--- config.mk ---
export PLATFORM = sky130hd
export DESIGN_NAME = multiphase_startup_sequencer
export DESIGN_NICKNAME = d
export VERILOG_FILES = /design/src/common/sequencer_pkg.sv /design/src/multiphase_startup_sequencer.sv
export SDC_FILE = /design/constraint.sdc
export NUM_CORES = 1
export LEC_CHECK = 0
export BUFFER_PORTS_ARGS = -buffer_cell sky130_fd_sc_hd__buf_2
export CAP_MARGIN = 10
export CORE_MARGIN = 1
export CORE_UTILIZATION = 49
export CTS_CLUSTER_SIZE = 12
export DETAILED_ROUTE_END_ITERATION = 8
export PLACE_DENSITY = 0.69
export SLEW_MARGIN = 10
export SYNTH_ARGS = -nofsm -noshare
export SYNTH_HDL_FRONTEND = slang
export SYNTH_SLANG_ARGS = --single-unit
--- constraint.sdc ---
create_clock -name clock -period 2.9 [get_ports clock]
set_clock_uncertainty 0.1 [all_clocks]
set_input_delay 0.145 -clock clock [delete_from_list [all_inputs] [get_ports clock]]
set_output_delay 0.145 -clock clock [all_outputs]
set_load 0.03 [all_outputs]
--- src/common/sequencer_pkg.sv ---
// Purpose: shared constants and types of the multiphase start-up sequencer
// Assumes: 250 MHz core clock
// Notes: times are kept in their own unit, cycle counts derived from them
package sequencer_pkg;

    // =========================================================
    // clock and timing
    localparam int unsigned CLOCK_MHZ = 250;
    localparam int unsigned CLOCK_PERIOD_NS = 1000 / CLOCK_MHZ;
    // power-good masking after the final ramp, in ns
    localparam int unsigned GOOD_MASK_NS = 100000;
    localparam int unsigned GOOD_MASK_CYCLES = GOOD_MASK_NS / CLOCK_PERIOD_NS;
    // master oscillator period in core clocks
    localparam int unsigned MASTER_DIV_DEFAULT = 50;

    // =========================================================
    // phase layout
    localparam int unsigned PHASE_MAX = 5;
    localparam int unsigned OPT_FIRST = 2;
    localparam int unsigned DETECT_TICKS = 5;
    localparam logic [2:0] PHASES_DEFAULT = 3'h5;
    localparam logic [4:0] PHASE_OUT_RESET = 5'h00;

    // =========================================================
    // types
    typedef enum {
        ST_OFF,
        ST_FIRST_DELAY,
        ST_DETECT,
        ST_BOOT_RAMP,
        ST_BOOT_HOLD,
        ST_FINAL_RAMP,
        ST_GOOD_MASK,
        ST_GOOD_BLANK,
        ST_RUN
    } seq_state_t;

    // completion strobes from the analog timer, soft-start and window comparators
    typedef struct packed {
        logic delay_done;
        logic ss_near_boot;
        logic ss_final_done;
        logic vout_in_range;
    } analog_status_t;

    // controls toward the analog timer and soft-start amplifier
    typedef struct packed {
        logic delay_charge;
        logic ss_release;
        logic ss_to_code;
        logic osc_enable;
    } analog_ctrl_t;

endpackage

--- src/multiphase_startup_sequencer.sv ---
// Purpose: start-up sequencing, phase-count detection and phase gating
// Assumes: analog completion and comparator results arrive synchronous to clock
// Notes: enable and lockout come from pins and are double-flopped
//
// Behaviour
// - after enable and lockout clear, run first_delay, then start the oscillator
// - first five oscillator cycles blank phase outputs, used only for detection
// - after detection run boot_ramp to the 1.1 V boot level and wait
// - hold the boot level for boot_hold while the voltage code settles
// - after boot_hold ramp from boot level to the voltage-code level
// - after final_ramp and masking interval run good_blank blanking power good
// - five phases by default; tied optional outputs reduce to four, three, two
// - optional output above 3.15 V comparator counts tied high, else in use
// - phase outputs one and two held low throughout detection
// - optional output in use drops its weak sink and drives normally
// - tied optional output goes high impedance; excluded from rotation only when ties run down from phase five
// - each active phase controlled independently; overlap and near 100% allowed
// - per-phase rate equals master clock divided by active phase count
// - enable low or lockout resets delay timer and soft-start state
// - boot_hold starts once soft-start is within 100 mV of boot level
// - enable low disables all phase outputs and drives power good low
// - driver_off low whenever enable low or supply below lockout
`timescale 1ns/10ps
module multiphase_startup_sequencer #(
    parameter int unsigned MASTER_DIV = sequencer_pkg::MASTER_DIV_DEFAULT,
    parameter int unsigned GOOD_MASK_LEN = sequencer_pkg::GOOD_MASK_CYCLES
) (
    input wire logic clock,
    input wire logic srst,
    input wire logic enable_pin,
    input wire logic supply_low_lockout,
    input wire sequencer_pkg::analog_status_t status,
    input wire logic [2:0] opt_tied_high,
    input wire logic [4:0] phase_trip,
    output logic [4:0] phase_out,
    output logic [4:0] phase_oe,
    output logic [2:0] weak_sink_en,
    output sequencer_pkg::analog_ctrl_t ctrl,
    output logic [2:0] phase_count,
    output logic power_good_out,
    output logic driver_off_n
);

    if (MASTER_DIV < 2 || GOOD_MASK_LEN < 1)
    begin
        $error("multiphase_startup_sequencer: bad divider or mask length");
    end

    // =========================================================
    // helpers

    // tied pattern to phase count, checked from the widest tie down
    function automatic logic [2:0] count_from_ties(input logic [2:0] tied);
        case (tied)
            3'h7: return 3'h2;
            3'h6: return 3'h3;
            3'h4, 3'h5: return 3'h4;
            default: return sequencer_pkg::PHASES_DEFAULT;
        endcase
    endfunction

    // phases below the count rotate; the rest are out
    function automatic logic [4:0] mask_from_count(input logic [2:0] n);
        return 5'((6'h01 << n) - 6'h01);
    endfunction

    // =========================================================
    // pin synchronisers
    logic en_meta_q;
    logic en_sync_q;
    logic low_meta_q;
    logic low_sync_q;

    always_ff @(posedge clock)
    begin
        if (srst)
        begin
            en_meta_q <= 1'b0;
            en_sync_q <= 1'b0;
            low_meta_q <= 1'b1;
            low_sync_q <= 1'b1;
        end
        else
        begin
            en_meta_q <= enable_pin;
            en_sync_q <= en_meta_q;
            low_meta_q <= supply_low_lockout;
            low_sync_q <= low_meta_q;
        end
    end

    logic run_ok;
    assign run_ok = en_sync_q && !low_sync_q;

    // =========================================================
    // sequencer state
    sequencer_pkg::seq_state_t state_q;
    logic master_tick_q;
    logic [2:0] detect_cnt_q;
    logic [$clog2(GOOD_MASK_LEN + 1)-1:0] mask_cnt_q;

    always_ff @(posedge clock)
    begin
        if (srst)
        begin
            state_q <= sequencer_pkg::ST_OFF;
        end
        else if (!run_ok)
        begin
            state_q <= sequencer_pkg::ST_OFF;
        end
        else
        begin
            case (state_q)
                sequencer_pkg::ST_OFF:
                begin
                    state_q <= sequencer_pkg::ST_FIRST_DELAY;
                end
                sequencer_pkg::ST_FIRST_DELAY:
                begin
                    if (status.delay_done)
                    begin
                        state_q <= sequencer_pkg::ST_DETECT;
                    end
                end
                sequencer_pkg::ST_DETECT:
                begin
                    if (master_tick_q && detect_cnt_q == 3'(sequencer_pkg::DETECT_TICKS - 1))
                    begin
                        state_q <= sequencer_pkg::ST_BOOT_RAMP;
                    end
                end
                sequencer_pkg::ST_BOOT_RAMP:
                begin
                    if (status.ss_near_boot)
                    begin
                        state_q <= sequencer_pkg::ST_BOOT_HOLD;
                    end
                end
                sequencer_pkg::ST_BOOT_HOLD:
                begin
                    if (status.delay_done)
                    begin
                        state_q <= sequencer_pkg::ST_FINAL_RAMP;
                    end
                end
                sequencer_pkg::ST_FINAL_RAMP:
                begin
                    if (status.ss_final_done)
                    begin
                        state_q <= sequencer_pkg::ST_GOOD_MASK;
                    end
                end
                sequencer_pkg::ST_GOOD_MASK:
                begin
                    if (mask_cnt_q == ($bits(mask_cnt_q))'(GOOD_MASK_LEN - 1))
                    begin
                        state_q <= sequencer_pkg::ST_GOOD_BLANK;
                    end
                end
                sequencer_pkg::ST_GOOD_BLANK:
                begin
                    if (status.delay_done)
                    begin
                        state_q <= sequencer_pkg::ST_RUN;
                    end
                end
                sequencer_pkg::ST_RUN:
                begin
                    state_q <= sequencer_pkg::ST_RUN;
                end
                default:
                begin
                    state_q <= sequencer_pkg::ST_OFF;
                end
            endcase
        end
    end

    // =========================================================
    // masking counter
    always_ff @(posedge clock)
    begin
        if (srst || state_q != sequencer_pkg::ST_GOOD_MASK)
        begin
            mask_cnt_q <= '0;
        end
        else
        begin
            mask_cnt_q <= mask_cnt_q + 1'b1;
        end
    end

    // =========================================================
    // master oscillator as a tick enable
    logic osc_on;
    logic [$clog2(MASTER_DIV)-1:0] div_q;
    assign osc_on = state_q != sequencer_pkg::ST_OFF && state_q != sequencer_pkg::ST_FIRST_DELAY;

    always_ff @(posedge clock)
    begin
        if (srst || !osc_on || !run_ok)
        begin
            div_q <= '0;
            master_tick_q <= 1'b0;
        end
        else
        begin
            master_tick_q <= div_q == ($bits(div_q))'(MASTER_DIV - 1);
            div_q <= (div_q == ($bits(div_q))'(MASTER_DIV - 1)) ? '0 : div_q + 1'b1;
        end
    end

    // =========================================================
    // phase-count detection
    logic [2:0] tied_q;

    always_ff @(posedge clock)
    begin
        if (srst || state_q == sequencer_pkg::ST_OFF)
        begin
            detect_cnt_q <= 3'h0;
            tied_q <= 3'h0;
            phase_count <= sequencer_pkg::PHASES_DEFAULT;
        end
        else if (state_q == sequencer_pkg::ST_DETECT && master_tick_q)
        begin
            detect_cnt_q <= detect_cnt_q + 3'h1;
            if (detect_cnt_q == 3'(sequencer_pkg::DETECT_TICKS - 1))
            begin
                // comparator result taken as tied high
                tied_q <= opt_tied_high;
                phase_count <= count_from_ties(opt_tied_high);
            end
        end
    end

    // =========================================================
    // phase rotation and outputs
    logic switching;
    logic [2:0] slot_q;
    logic [4:0] active;
    assign switching = run_ok && state_q != sequencer_pkg::ST_OFF
        && state_q != sequencer_pkg::ST_FIRST_DELAY && state_q != sequencer_pkg::ST_DETECT;
    assign active = mask_from_count(phase_count);

    // slot wraps at phase count, one start per phase each round
    always_ff @(posedge clock)
    begin
        if (srst || !switching)
        begin
            slot_q <= 3'h0;
        end
        else if (master_tick_q)
        begin
            slot_q <= (slot_q == phase_count - 3'h1) ? 3'h0 : slot_q + 3'h1;
        end
    end

    always_ff @(posedge clock)
    begin
        if (srst || !switching)
        begin
            phase_out <= sequencer_pkg::PHASE_OUT_RESET;
        end
        else
        begin
            for (int i = 0; i < sequencer_pkg::PHASE_MAX; i++)
            begin
                // independent set and trip per phase
                if (!active[i] || phase_trip[i])
                begin
                    phase_out[i] <= 1'b0;
                end
                else if (master_tick_q && slot_q == 3'(i))
                begin
                    phase_out[i] <= 1'b1;
                end
            end
        end
    end

    always_ff @(posedge clock)
    begin
        if (srst || !switching)
        begin
            // phases one and two driven low; optional ones sensed
            phase_oe <= 5'h03;
            weak_sink_en <= 3'h7;
        end
        else
        begin
            phase_oe[1:0] <= 2'h3;
            // used outputs drive, tied ones float
            phase_oe[4:sequencer_pkg::OPT_FIRST] <= ~tied_q;
            weak_sink_en <= 3'h0;
        end
    end

    // =========================================================
    // analog controls, power good, driver off
    always_ff @(posedge clock)
    begin
        if (srst || !run_ok)
        begin
            ctrl <= '0;
            // outputs off with enable low or lockout
            power_good_out <= 1'b0;
            driver_off_n <= 1'b0;
        end
        else
        begin
            // delay timer charges in its three phases
            ctrl.delay_charge <= state_q == sequencer_pkg::ST_FIRST_DELAY
                || state_q == sequencer_pkg::ST_BOOT_HOLD
                || state_q == sequencer_pkg::ST_GOOD_BLANK;
            ctrl.ss_release <= switching;
            ctrl.ss_to_code <= switching && state_q != sequencer_pkg::ST_BOOT_RAMP
                && state_q != sequencer_pkg::ST_BOOT_HOLD;
            ctrl.osc_enable <= osc_on;
            // power good blanked until sequence done
            power_good_out <= state_q == sequencer_pkg::ST_RUN && status.vout_in_range;
            driver_off_n <= 1'b1;
        end
    end

endmodule
* After elaboration in Yosys (flattened, before gate mapping)
Index checks and enable logic that the tools add are counted.
Word-level totals: input port bits 16, register bits after elaboration 89, output and inout port bits 22, word-level logic and storage cells 135
Cells by class: add/sub/neg operators 6, mux-type cells 12, shift operators 1, equal/unequal tests 37, reduce and logical (&&, ||, !) cells 51, bitwise logic cells 2
Operators by type and width (count):
- case mux 32 bit (9 select lines) | 1
- 2-to-1 mux 32 bit | 7
- == test 32 x 3 -> 1 bit, second input constant | 5
- == test 32 x 2 -> 1 bit, second input constant | 3
- == test 32 x 4 -> 1 bit, second input constant | 3
- zero test 32 bit | 2
- inequality test 32 x 3 -> 1 bit, second input constant | 2
- inequality test 32 x 4 -> 1 bit, second input constant | 2
- == test 32 x 1 -> 1 bit, second input constant | 1
- == test 32 x 5 -> 1 bit, second input constant | 1
- inequality test 32 x 2 -> 1 bit, second input constant | 1
- nonzero test 32 bit | 1
- == test 3 bit, second input constant | 6
- OR reduction 2 bit | 8
- adder 15 x 1 -> 15 bit, second input constant | 1
- == test 15 bit, second input constant | 1
- logical AND 1 bit | 15
- inequality test 2 bit, second input constant | 7
- logical OR 1 bit | 13
- zero test 1 bit | 9
- case mux 3 bit (3 select lines) | 1
- AND reduction 7 bit | 1
- adder 3 x 1 -> 3 bit, second input constant | 2
- adder 6 x 1 -> 6 bit, second input constant | 1
- other kinds (13) | 15

* Depth between registers and ports, before layout
Gate-level depths: netlist (run 1).
word-level depth 8, mapped depth 7, depth with buffers taken out 7

* Worst setup path after synthesis (run 1)
Ideal clock, no wire load.
kind reg2reg, from register mask_cnt_q[4], to register state_q[2], buffers on the path 0, stages on the path, launching flop included 6, arrival time 1770 ps, setup time 122 ps, period minus slack after synthesis 1992 ps, path slack 908 ps, required time 2678 ps, cells stage by stage dfxtp_1 -> or4b_1 -> nor4_1 -> o211ai_1 -> a21o_1 -> a311o_1
Between the ends: word-level cells in the longest chain between the ends 3
Ends and longest elaborated chain:
- start, declared | RTL line multiphase_startup_sequencer.sv:100 | logic [$clog2(GOOD_MASK_LEN + 1)-1:0] mask_cnt_q;
- start signal, assigned | RTL line multiphase_startup_sequencer.sv:190 | mask_cnt_q <= mask_cnt_q + 1'b1;
- == test 15 bit | RTL line multiphase_startup_sequencer.sv:156 | if (mask_cnt_q == ($bits(mask_cnt_q))'(GOOD_MASK_LEN - 1))
- inequality test 2 bit (no source line)
- AND reduction 7 bit (no source line)
- end signal, assigned | RTL line multiphase_startup_sequencer.sv:158 | state_q <= sequencer_pkg::ST_GOOD_BLANK;
- end signal, assigned | RTL line multiphase_startup_sequencer.sv:165 | state_q <= sequencer_pkg::ST_RUN;
- end signal, assigned | RTL line multiphase_startup_sequencer.sv:170 | state_q <= sequencer_pkg::ST_RUN;
- end, declared | RTL line multiphase_startup_sequencer.sv:97 | sequencer_pkg::seq_state_t state_q;
No other way between the ends. A chain may end at the register's enable or synchronous reset.

* Worst setup path after layout (run 1)
from register state_q[1], to register phase_count[2]
Between the ends: word-level cells in the longest chain between the ends 3, elaborated cells on any way between the ends 5, those cells by class eq/ne (1); reduce/logical (4)
Ends and longest elaborated chain:
- start signal, assigned | RTL line multiphase_startup_sequencer.sv:106 | state_q <= sequencer_pkg::ST_OFF;
- start signal, assigned | RTL line multiphase_startup_sequencer.sv:110 | state_q <= sequencer_pkg::ST_OFF;
- start signal, assigned | RTL line multiphase_startup_sequencer.sv:117 | state_q <= sequencer_pkg::ST_FIRST_DELAY;
- == test 32 x 3 -> 1 bit | RTL line multiphase_startup_sequencer.sv:226 | else if (state_q == sequencer_pkg::ST_DETECT && master_tick_q)
- logical AND 1 bit | RTL line multiphase_startup_sequencer.sv:226
- AND reduction 2 bit (no source line)
- end signal, assigned | RTL line multiphase_startup_sequencer.sv:224 | phase_count <= sequencer_pkg::PHASES_DEFAULT;
- end signal, assigned | RTL line multiphase_startup_sequencer.sv:233 | phase_count <= count_from_ties(opt_tied_high);
- end, declared | RTL line multiphase_startup_sequencer.sv:39 | output logic [2:0] phase_count,
Parallel ways exist; a longest one is shown, timed or not.

==> results of run 1 <==
layout make-up:
cell class | instances | area share
Clock buffer | 14 | 0.0540
Inverter | 16 | 0.0199
Multi-Input combinational cell | 193 | 0.416
Sequential cell | 57 | 0.379
Tap cell | 67 | 0.0278
Timing Repair Buffer | 49 | 0.104
placed cells by master (no fill, tap or decap), types with 12 or more instances in the layout:
cell and instances:
dfxtp_1 57, nor2_1 41, buf_2 35, nand2_1 21, ha_1 16, inv_1 15
xor2_1 15, dlygate4sd3_1 13, a21oi_1 12
where the power goes:
part           switching (W)  internal, W
logic              0.0000130    0.0000210
clock network       0.000277     0.000348
registers        0.000000558     0.000786
through the flow:
step	instances	hold WS (ns)
6_report	396	0.215
5_1_grt	396	0.233
3_3_place_gp	369	0.210
2_1_floorplan	279	0.117
3_5_place_dp	369	0.211
4_1_cts	396	0.193
routing by layer:
| metal | GRT usage | vias to the layer above | wire, µm |
|---|---|---|---|
| li1 | - | 1023 | - |
| met1 | 0.214 | 902 | 2180 |
| met2 | 0.305 | 44 | 2090 |
| met3 | 0.0617 | 9 | 161 |
| met4 | 0.113 | 0 | 114 |
| met5 | 0 | - | 0 |
cells by family (layout without fill, tap and decap cells):
group	after synthesis	after routing
simple gates	114	114
flops	57	57
compound gates	32	32
buf+inv	29	79
xor+xnor	24	24
fa+ha+maj	16	16
mux	5	5
other cells	1	2
critical path, stage by stage (launching register included):
cell,delay (ns)
dfxtp_1,0.55
nor4b_1,0.66
and4_1,0.48
nand3_1,0.14
o21ai_0,0.10
nand2_1,0.07
registers in the layout, summed over array words and instances, names as in the netlist, 4 cells and up:
name        flops
div_q           6
ctrl            4
mask_cnt_q     15
state_q         4
phase_out       5
worst min path at each step:
stage / startpoint / to
5_1_grt: status[3] / state_q[0]
2_1_floorplan: srst / en_meta_q
3_5_place_dp: phase_trip[4] / phase_out[4]
4_1_cts: status[3] / state_q[1]
6_report: status[3] / state_q[1]
3_3_place_gp: phase_trip[0] / phase_out[0]
what timing repair did:
| item | 4_1_cts | 5_1_grt |
|---|---|---|
| hold buffers | 13 | 0 |
| setup buffers | 0 | 0 |
| endpoints found under the hold margin | 12 | 0 |
==> impl_metrics.json, run 1 <==
{
  "fin_ws_ns": 0.679,
  "wl_per_cell_um": 11.5,
  "root_buffer": "clkbuf_8",
  "cts.path.max_buffers": 2,
  "drc": 0,
  "setup_viol": 0,
  "place.gp.congestion": 0.839,
  "cts_tree": "yes",
  "wl_um": 4540,
  "slew-limit-headroom": 0.500,
  "irDropWorstVdd_uv": 339,
  "regToRegEndpoint": "phase_count[2]",
  "seq_area_frac_synth": 0.452,
  "synth_top_family_by_area": "simple AND/OR/NAND/NOR gates",
  "first_pass_iters": 4,
  "required_ns": 3.01,
  "synth.distinct_cells": 41,
  "hold_depth": 4,
  "postPlaceCellArea_um2": 2720,
  "ys_ff_latch": 57,
  "max_freq_ghz": 0.450,
  "crit_type": "register to register",
  "cellPowerDensity_nw_per_um2": 480,
  "synth_compound_area_frac": 0.0768,
  "areaGrowthSynthToFinish_pct": 19.4,
  "reg2reg_slack_ns": 0.68,
  "row_count": 25,
  "pre_cts_slack_ns": 0.699,
  "synth.area.top_cells": "dfxtp_1 (45%), ha_1 (7.9%), nor2_1 (6.1%)",
  "slew_violations": 0,
  "hp-class": "input pin to register",
  "ys_warn_count": 0,
  "period_share": 0.766,
  "grt_max_degree": 16,
  "synthMuxAreaShare": 0.0203,
  "yosys.area.top_type": "dfxtp_1",
  "core_area_um2": 4850,
  "path_max_fanout": 14,
  "cp-start-kind": "register",
  "grt-ovfl-total": 0,
  "synth_cells": 278,
  "dieArea_um2": 5440,
  "diodes": 0,
  "nets": 358,
  "tightest_slew_ns": 0.740,
  "rr_worst_depth": 5,
  "startpoint": "state_q[1]",
  "drt_iter0_drc": 33,
  "ys.flop_type": "dfxtp_1",
  "insertion_delay_ns": 0.33,
  "netlist_top_cells_count": "dfxtp_1 (57), nor2_1 (41), nand2_1 (21), ha_1 (16)",
  "crit_arrival_ns": 2.33,
  "grt_pass1_vias": 1838,
  "grt_setup_unrepaired": "false",
  "cts.clk_slew.worst_paths_ns": 0.06,
  "syn_area_per_cell_um2": 9.08,
  "antenna_found_initial": 0,
  "post-synth-top-count-cell": "dfxtp_1",
  "synth_top_cell_area_share": 0.452,
  "grtUsageTotal": 0.188,
  "multiInputGateArea_um2": 1250,
  "hpwl_um": 3150,
  "layout-drive-gt1-share": 0.158,
  "outcome": "completed",
  "post_cts_resized": 0,
  "end_kind": "register",
  "fill_cells": 426,
  "io_buffers": 35,
  "seq_area_um2": 1140,
  "clock-sinks": 57,
  "cts_buffers": 9,
  "synth_fa_ha_area_frac": 0.0793,
  "total_power_w": 0.00145,
  "synthSimpleGateAreaFrac": 0.228,
  "die_h_um": 73.8,
  "endpoint": "phase_count[2]",
  "hold_viol_final": 0,
  "fin_tns_setup_ns": 0,
  "synthArstFlopShare": 0,
  "timing.rr.start": "state_q[1]",
  "htreeDepth": 3,
  "grt_pass1_wl_um": 7580,
  "maxCapViolations": 0,
  "p_leak_nw": 1.17,
  "pin_count": 38,
  "ant_nets": 0,
  "synth_edf_count": 0,
  "die_x_um": 73.8,
  "fin_util": 0.622,
  "stdcell_area_um2": 3010,
  "synth-xor-area-share": 0.0887,
  "vias_per_cell": 4.99,
  "start_util": 0.521,
  "num_vias": 1978,
  "syn_area_um2": 2520,
  "timing.final.crit_period_ns": 2.22
}
No activity file was read; power rests on OpenSTA's default activity.
==> run 2, diff against run 1 <==
clock period = 2.1 ns   (was 2.9 ns; I/O delays follow)
==> run 2 against run 1 <==
Critical path depth rose by 2. Count of clock-buffer cells in the layout fell by 1. Non-clock buffer count rose by 17. Highest routed layer unchanged. Via count rose by 4.3%. Sequential power rose by 39%.
==> impl_metrics.json, run 2 (synthesis gave the netlist of run 1 again) <==
{
  "outcome": "completed",
  "p_leak_nw": 1.26,
  "die_h_um": 73.8,
  "hp-class": "input pin to register",
  "root_buffer": "clkbuf_8",
  "crit_type": "register to register",
  "setup_viol": 0,
  "maxUsedRoutingLayer": "met4",
  "final_cell_mix": "dfxtp_1 (55), nor2_1 (41), buf_2 (35), nand2_1 (21), buf_4 (17)",
  "grt_setup_unrepaired": "true",
  "slew_violations": 0,
  "cts.path.max_buffers": 2,
  "pre_cts_slack_ns": 0.0128,
  "drt_iter0_drc": 48,
  "htreeDepth": 3,
  "holdCritStartpoint": "status[3]",
  "pin_count": 38,
  "fin_ws_ns": 0.0480,
  "diodes": 0,
  "row_count": 25,
  "grt_max_degree": 16,
  "io_buffers": 35,
  "cts.clk_slew.worst_paths_ns": 0.07,
  "antenna_found_initial": 0,
  "insertion_delay_ns": 0.33,
  "start_util": 0.521,
  "wl_per_cell_um": 11.4,
  "reg2reg_slack_ns": 0.05,
  "hold_viol_final": 0,
  "wl_um": 4730,
  "timing.final.crit_period_ns": 2.05,
  "period_share": 0.977,
  "cellPowerDensity_nw_per_um2": 635,
  "die_x_um": 73.8,
  "regToRegEndpoint": "state_q[1]",
  "nets": 375,
  "hpwl_um": 3290,
  "layout-drive-gt1-share": 0.218,
  "maxCapViolations": 0,
  "path_max_fanout": 3,
  "grt_pass1_vias": 1839,
  "grt-ovfl-total": 0,
  "wl_met2_um": 2260,
  "timing.rr.start": "mask_cnt_q[1]",
  "ant_nets": 0,
  "num_vias": 2063,
  "largest_reg_flops": 15,
  "cp-start-kind": "register",
  "core_area_um2": 4850,
  "end_kind": "register",
  "route.met3.wl_um": 173,
  "vias_per_cell": 4.97,
  "place.gp.congestion": 0.801,
  "max_freq_ghz": 0.487,
  "grtUsageTotal": 0.188,
  "hold_ws_ns": 0.143,
  "hold_depth": 4,
  "dieArea_um2": 5440,
  "slew-limit-headroom": 0.543,
  "drc": 0,
  "layout_commonest_cell": "dfxtp_1",
  "cts_tree": "yes",
  "crit_arrival_ns": 2.19,
  "rr_worst_depth": 7,
  "areaGrowthSynthToFinish_pct": 26.4,
  "required_ns": 2.24,
  "irDropWorstVdd_uv": 463,
  "largest_registers": "mask_cnt_q: 15 flops, div_q: 6 flops, phase_out: 5 flops",
  "cts_buffers": 9,
  "first_pass_iters": 4,
  "regMostFlops": "mask_cnt_q",
  "hold_end": "state_q[1]",
  "tightest_slew_ns": 0.681,
  "grt_pass1_wl_um": 7650,
  "clock-sinks": 57,
  "met1_length_um": 2210
}
## run 2: changes by cell type in the layout (fill, tap and decap cells not counted), moves of 2 or more
| cell | previous run | this run |
|---|---|---|
| buf_4 | 1 | 17 |
| clkinv_2 | 0 | 3 |
| dfxtp_1 | 57 | 55 |
| dfxtp_2 | 0 | 2 |
## run 2: area by class of cell
class,count,area [µm²]
Tap cell,67,83.8
Timing Repair Buffer,66,443
Sequential cell,57,1140
Fill cell,411,1660
Multi-Input combinational cell,193,1290
Inverter,16,60.1
Clock buffer,13,159
Clock inverter,3,15.0
## run 2: per-layer routing
layer  up-vias  GRT usage
met3         8     0.0453
met5         -          0
li1       1067          -
met2        51      0.313
met1       937      0.218
met4         0      0.113
## run 2: metrics by stage
stage / cells / cell area [µm²] / TNS (ns) / power [W] / utilization
after detailed placement: 384 / 2830 / 0 / 0.00114 / 0.585
after CTS: 414 / 3150 / 0 / 0.00206 / 0.649
final: 415 / 3190 / 0 / 0.00203 / 0.658
after global placement: 384 / 2830 / 0 / 0.00114 / 0.585
after floorplan: 279 / 2530 / 0 / 0.00112 / -
after global routing: 415 / 3190 / -0.0953 / 0.00210 / 0.658
## run 2: worst max-delay path, cell delays in order, from the launching register on
cell      delay, ns
dfxtp_2        0.35
ha_4           0.13
or4bb_1        0.41
nor4_2         0.29
o211ai_1       0.15
a21o_1         0.18
buf_4          0.14
o32ai_1        0.21
## run 2: worst max-delay path by stage
stage,from,to,slack (ns)
floorplan,mask_cnt_q[4],state_q[2],0.11
finish,mask_cnt_q[1],state_q[1],0.05
global placement,mask_cnt_q[13],state_q[2],0.07
global route,mask_cnt_q[1],state_q[2],-0.05
detailed placement,mask_cnt_q[13],state_q[2],0.01
CTS,mask_cnt_q[13],state_q[2],0.008
## run 2: repair_timing
item                       4_1_cts  5_1_grt
setup endpoints to repair        0       11
buffers inserted                 0        1
hold endpoints to repair        14        0
gates resized for setup          0        8
hold buffers                    14        0
## run 2: where the power goes
group	internal (W)	switching, W	total (W)
registers	0.00108	0.000000766	0.00109
logic	0.0000305	0.0000184	0.0000490
clock network	0.000487	0.000405	0.000892
==> run 3, diff against run 2 <==
CELL_PAD_IN_SITES_DETAIL_PLACEMENT = 0   (was not set)
CELL_PAD_IN_SITES_GLOBAL_PLACEMENT = 1   (was not set)
CORE_UTILIZATION = 42   (was 49)
PLACE_DENSITY = 0.77   (was 0.69)
clock period = 2 ns   (was 2.1 ns; I/O delays follow)
==> run 3 against run 2 <==
The run now ends with negative setup slack left. Sequential power is 5% higher. Final cell count is 2.4% higher. Via count is 0.53% higher. Power is 14% higher.
==> impl_metrics.json, run 3 (synthesis gave the netlist of run 1 again) <==
{
  "holdCritStartpoint": "status[3]",
  "hpwl_um": 3360,
  "timing.final.crit_period_ns": 2.01,
  "cts.path.max_buffers": 2,
  "grt_setup_unrepaired": "true",
  "largest_reg_flops": 15,
  "pin_count": 38,
  "slew_violations": 0,
  "fin_ws_ns": -0.0147,
  "drt_iter0_drc": 74,
  "die_x_um": 79.5,
  "rr_worst_depth": 5,
  "cellPowerDensity_nw_per_um2": 701,
  "antenna_found_initial": 0,
  "cts_tree": "yes",
  "hold_end": "state_q[1]",
  "core_area_um2": 5640,
  "areaGrowthSynthToFinish_pct": 30.4,
  "cp-start-kind": "register",
  "first_pass_iters": 6,
  "start_util": 0.448,
  "grt_pass1_vias": 2023,
  "regMostFlops": "mask_cnt_q",
  "drc": 0,
  "root_buffer": "clkbuf_8",
  "regToRegEndpoint": "state_q[2]",
  "timing.rr.start": "mask_cnt_q[11]",
  "path_max_fanout": 2,
  "die_h_um": 79.5,
  "layout_commonest_cell": "dfxtp_1",
  "place.gp.congestion": 0.766,
  "crit_type": "register to register",
  "layout-drive-gt1-share": 0.246,
  "io_buffers": 35,
  "reg2reg_slack_ns": -0.01,
  "num_vias": 2074,
  "period_share": 1.01,
  "cts_buffers": 9,
  "max_freq_ghz": 0.496,
  "grt_pass1_wl_um": 8600,
  "grtUsageTotal": 0.177,
  "p_leak_nw": 1.31,
  "grt-ovfl-total": 0,
  "largest_registers": "mask_cnt_q: 15 flops, div_q: 6 flops, phase_out: 5 flops",
  "nets": 380,
  "met1_length_um": 2430,
  "clock-sinks": 57,
  "ant_nets": 0,
  "wl_um": 4970,
  "crit_arrival_ns": 2.13,
  "wl_per_cell_um": 11.7,
  "fin_util": 0.584,
  "end_kind": "register",
  "hold_ws_ns": 0.172,
  "violations": "negative setup slack",
  "cts.clk_slew.worst_paths_ns": 0.07,
  "row_count": 27,
  "outcome": "finished, violations left",
  "maxUsedRoutingLayer": "met4",
  "vias_per_cell": 4.88,
  "dieArea_um2": 6330,
  "final_cell_mix": "dfxtp_1 (54), nor2_1 (40), buf_2 (35), nand2_1 (21), buf_4 (21)",
  "route.met3.wl_um": 200,
  "hp-class": "input pin to register",
  "maxCapViolations": 0,
  "setup_viol": 1,
  "hold_depth": 4,
  "grt_max_degree": 16,
  "insertion_delay_ns": 0.33,
  "diodes": 0,
  "wl_met2_um": 2170,
  "required_ns": 2.11,
  "irDropWorstVdd_uv": 349,
  "hold_viol_final": 0,
  "htreeDepth": 3
}
## run 3: stage by stage
stage | cells | area, µm² | TNS (ns) | total power [W] | worst slack, ns
6_report | 425 | 3290 | -0.0147 | 0.00231 | -0.0147
5_1_grt | 425 | 3290 | -0.332 | 0.00241 | -0.128
4_1_cts | 425 | 3280 | -0.165 | 0.00234 | -0.0832
3_5_place_dp | 393 | 2870 | -0.279 | 0.00120 | -0.120
3_3_place_gp | 393 | 2870 | -0.0821 | 0.00120 | -0.0536
2_1_floorplan | 279 | 2530 | 0 | 0.00118 | 0.00801
## run 3: where the power goes
| part | switching [W] | internal [W] |
|---|---|---|
| registers | 0.000000982 | 0.00114 |
| clock network | 0.000438 | 0.000677 |
| logic | 0.0000197 | 0.0000323 |
| total | 0.000458 | 0.00185 |
## run 3: worst max path at each step
stage                  to           start  cells past startpoint
2_1_floorplan  state_q[2]   mask_cnt_q[4]                      5
4_1_cts        state_q[2]   mask_cnt_q[1]                      6
6_report       state_q[2]  mask_cnt_q[11]                      5
5_1_grt        state_q[2]  mask_cnt_q[11]                      5
3_5_place_dp   state_q[2]  mask_cnt_q[10]                      5
3_3_place_gp   state_q[2]  mask_cnt_q[10]                      5
## run 3: routing by layer
metal / up-vias / global-route usage
met5: - / 0
li1: 1076 / -
met3: 17 / 0.0469
met4: 0 / 0.111
met1: 930 / 0.212
met2: 51 / 0.279
## run 3: cell type report
cell class	instances	area [µm²]
tap	72	90.1
timing repair buffer	71	484
fill	500	2350
clock buffer	14	173
inverter	16	63.8
sequential	57	1140
clock inverter	2	35.0
multi-input combinational	193	1300
## run 3: critical path: stages, from the launching register on
cell,delay (ns)
dfxtp_1,0.31
or4bb_1,0.54
nor4_2,0.29
o211ai_1,0.15
a21o_1,0.21
a311o_1,0.30
## run 3: repair_timing
action                                  in CTS  in global routing
resized for setup                            9                  5
buffers inserted                             2                  0
hold endpoints to repair                    15                  0
pin swaps                                    4                  4
hold buffers                                14                  0
endpoints found under the setup margin       4                 12
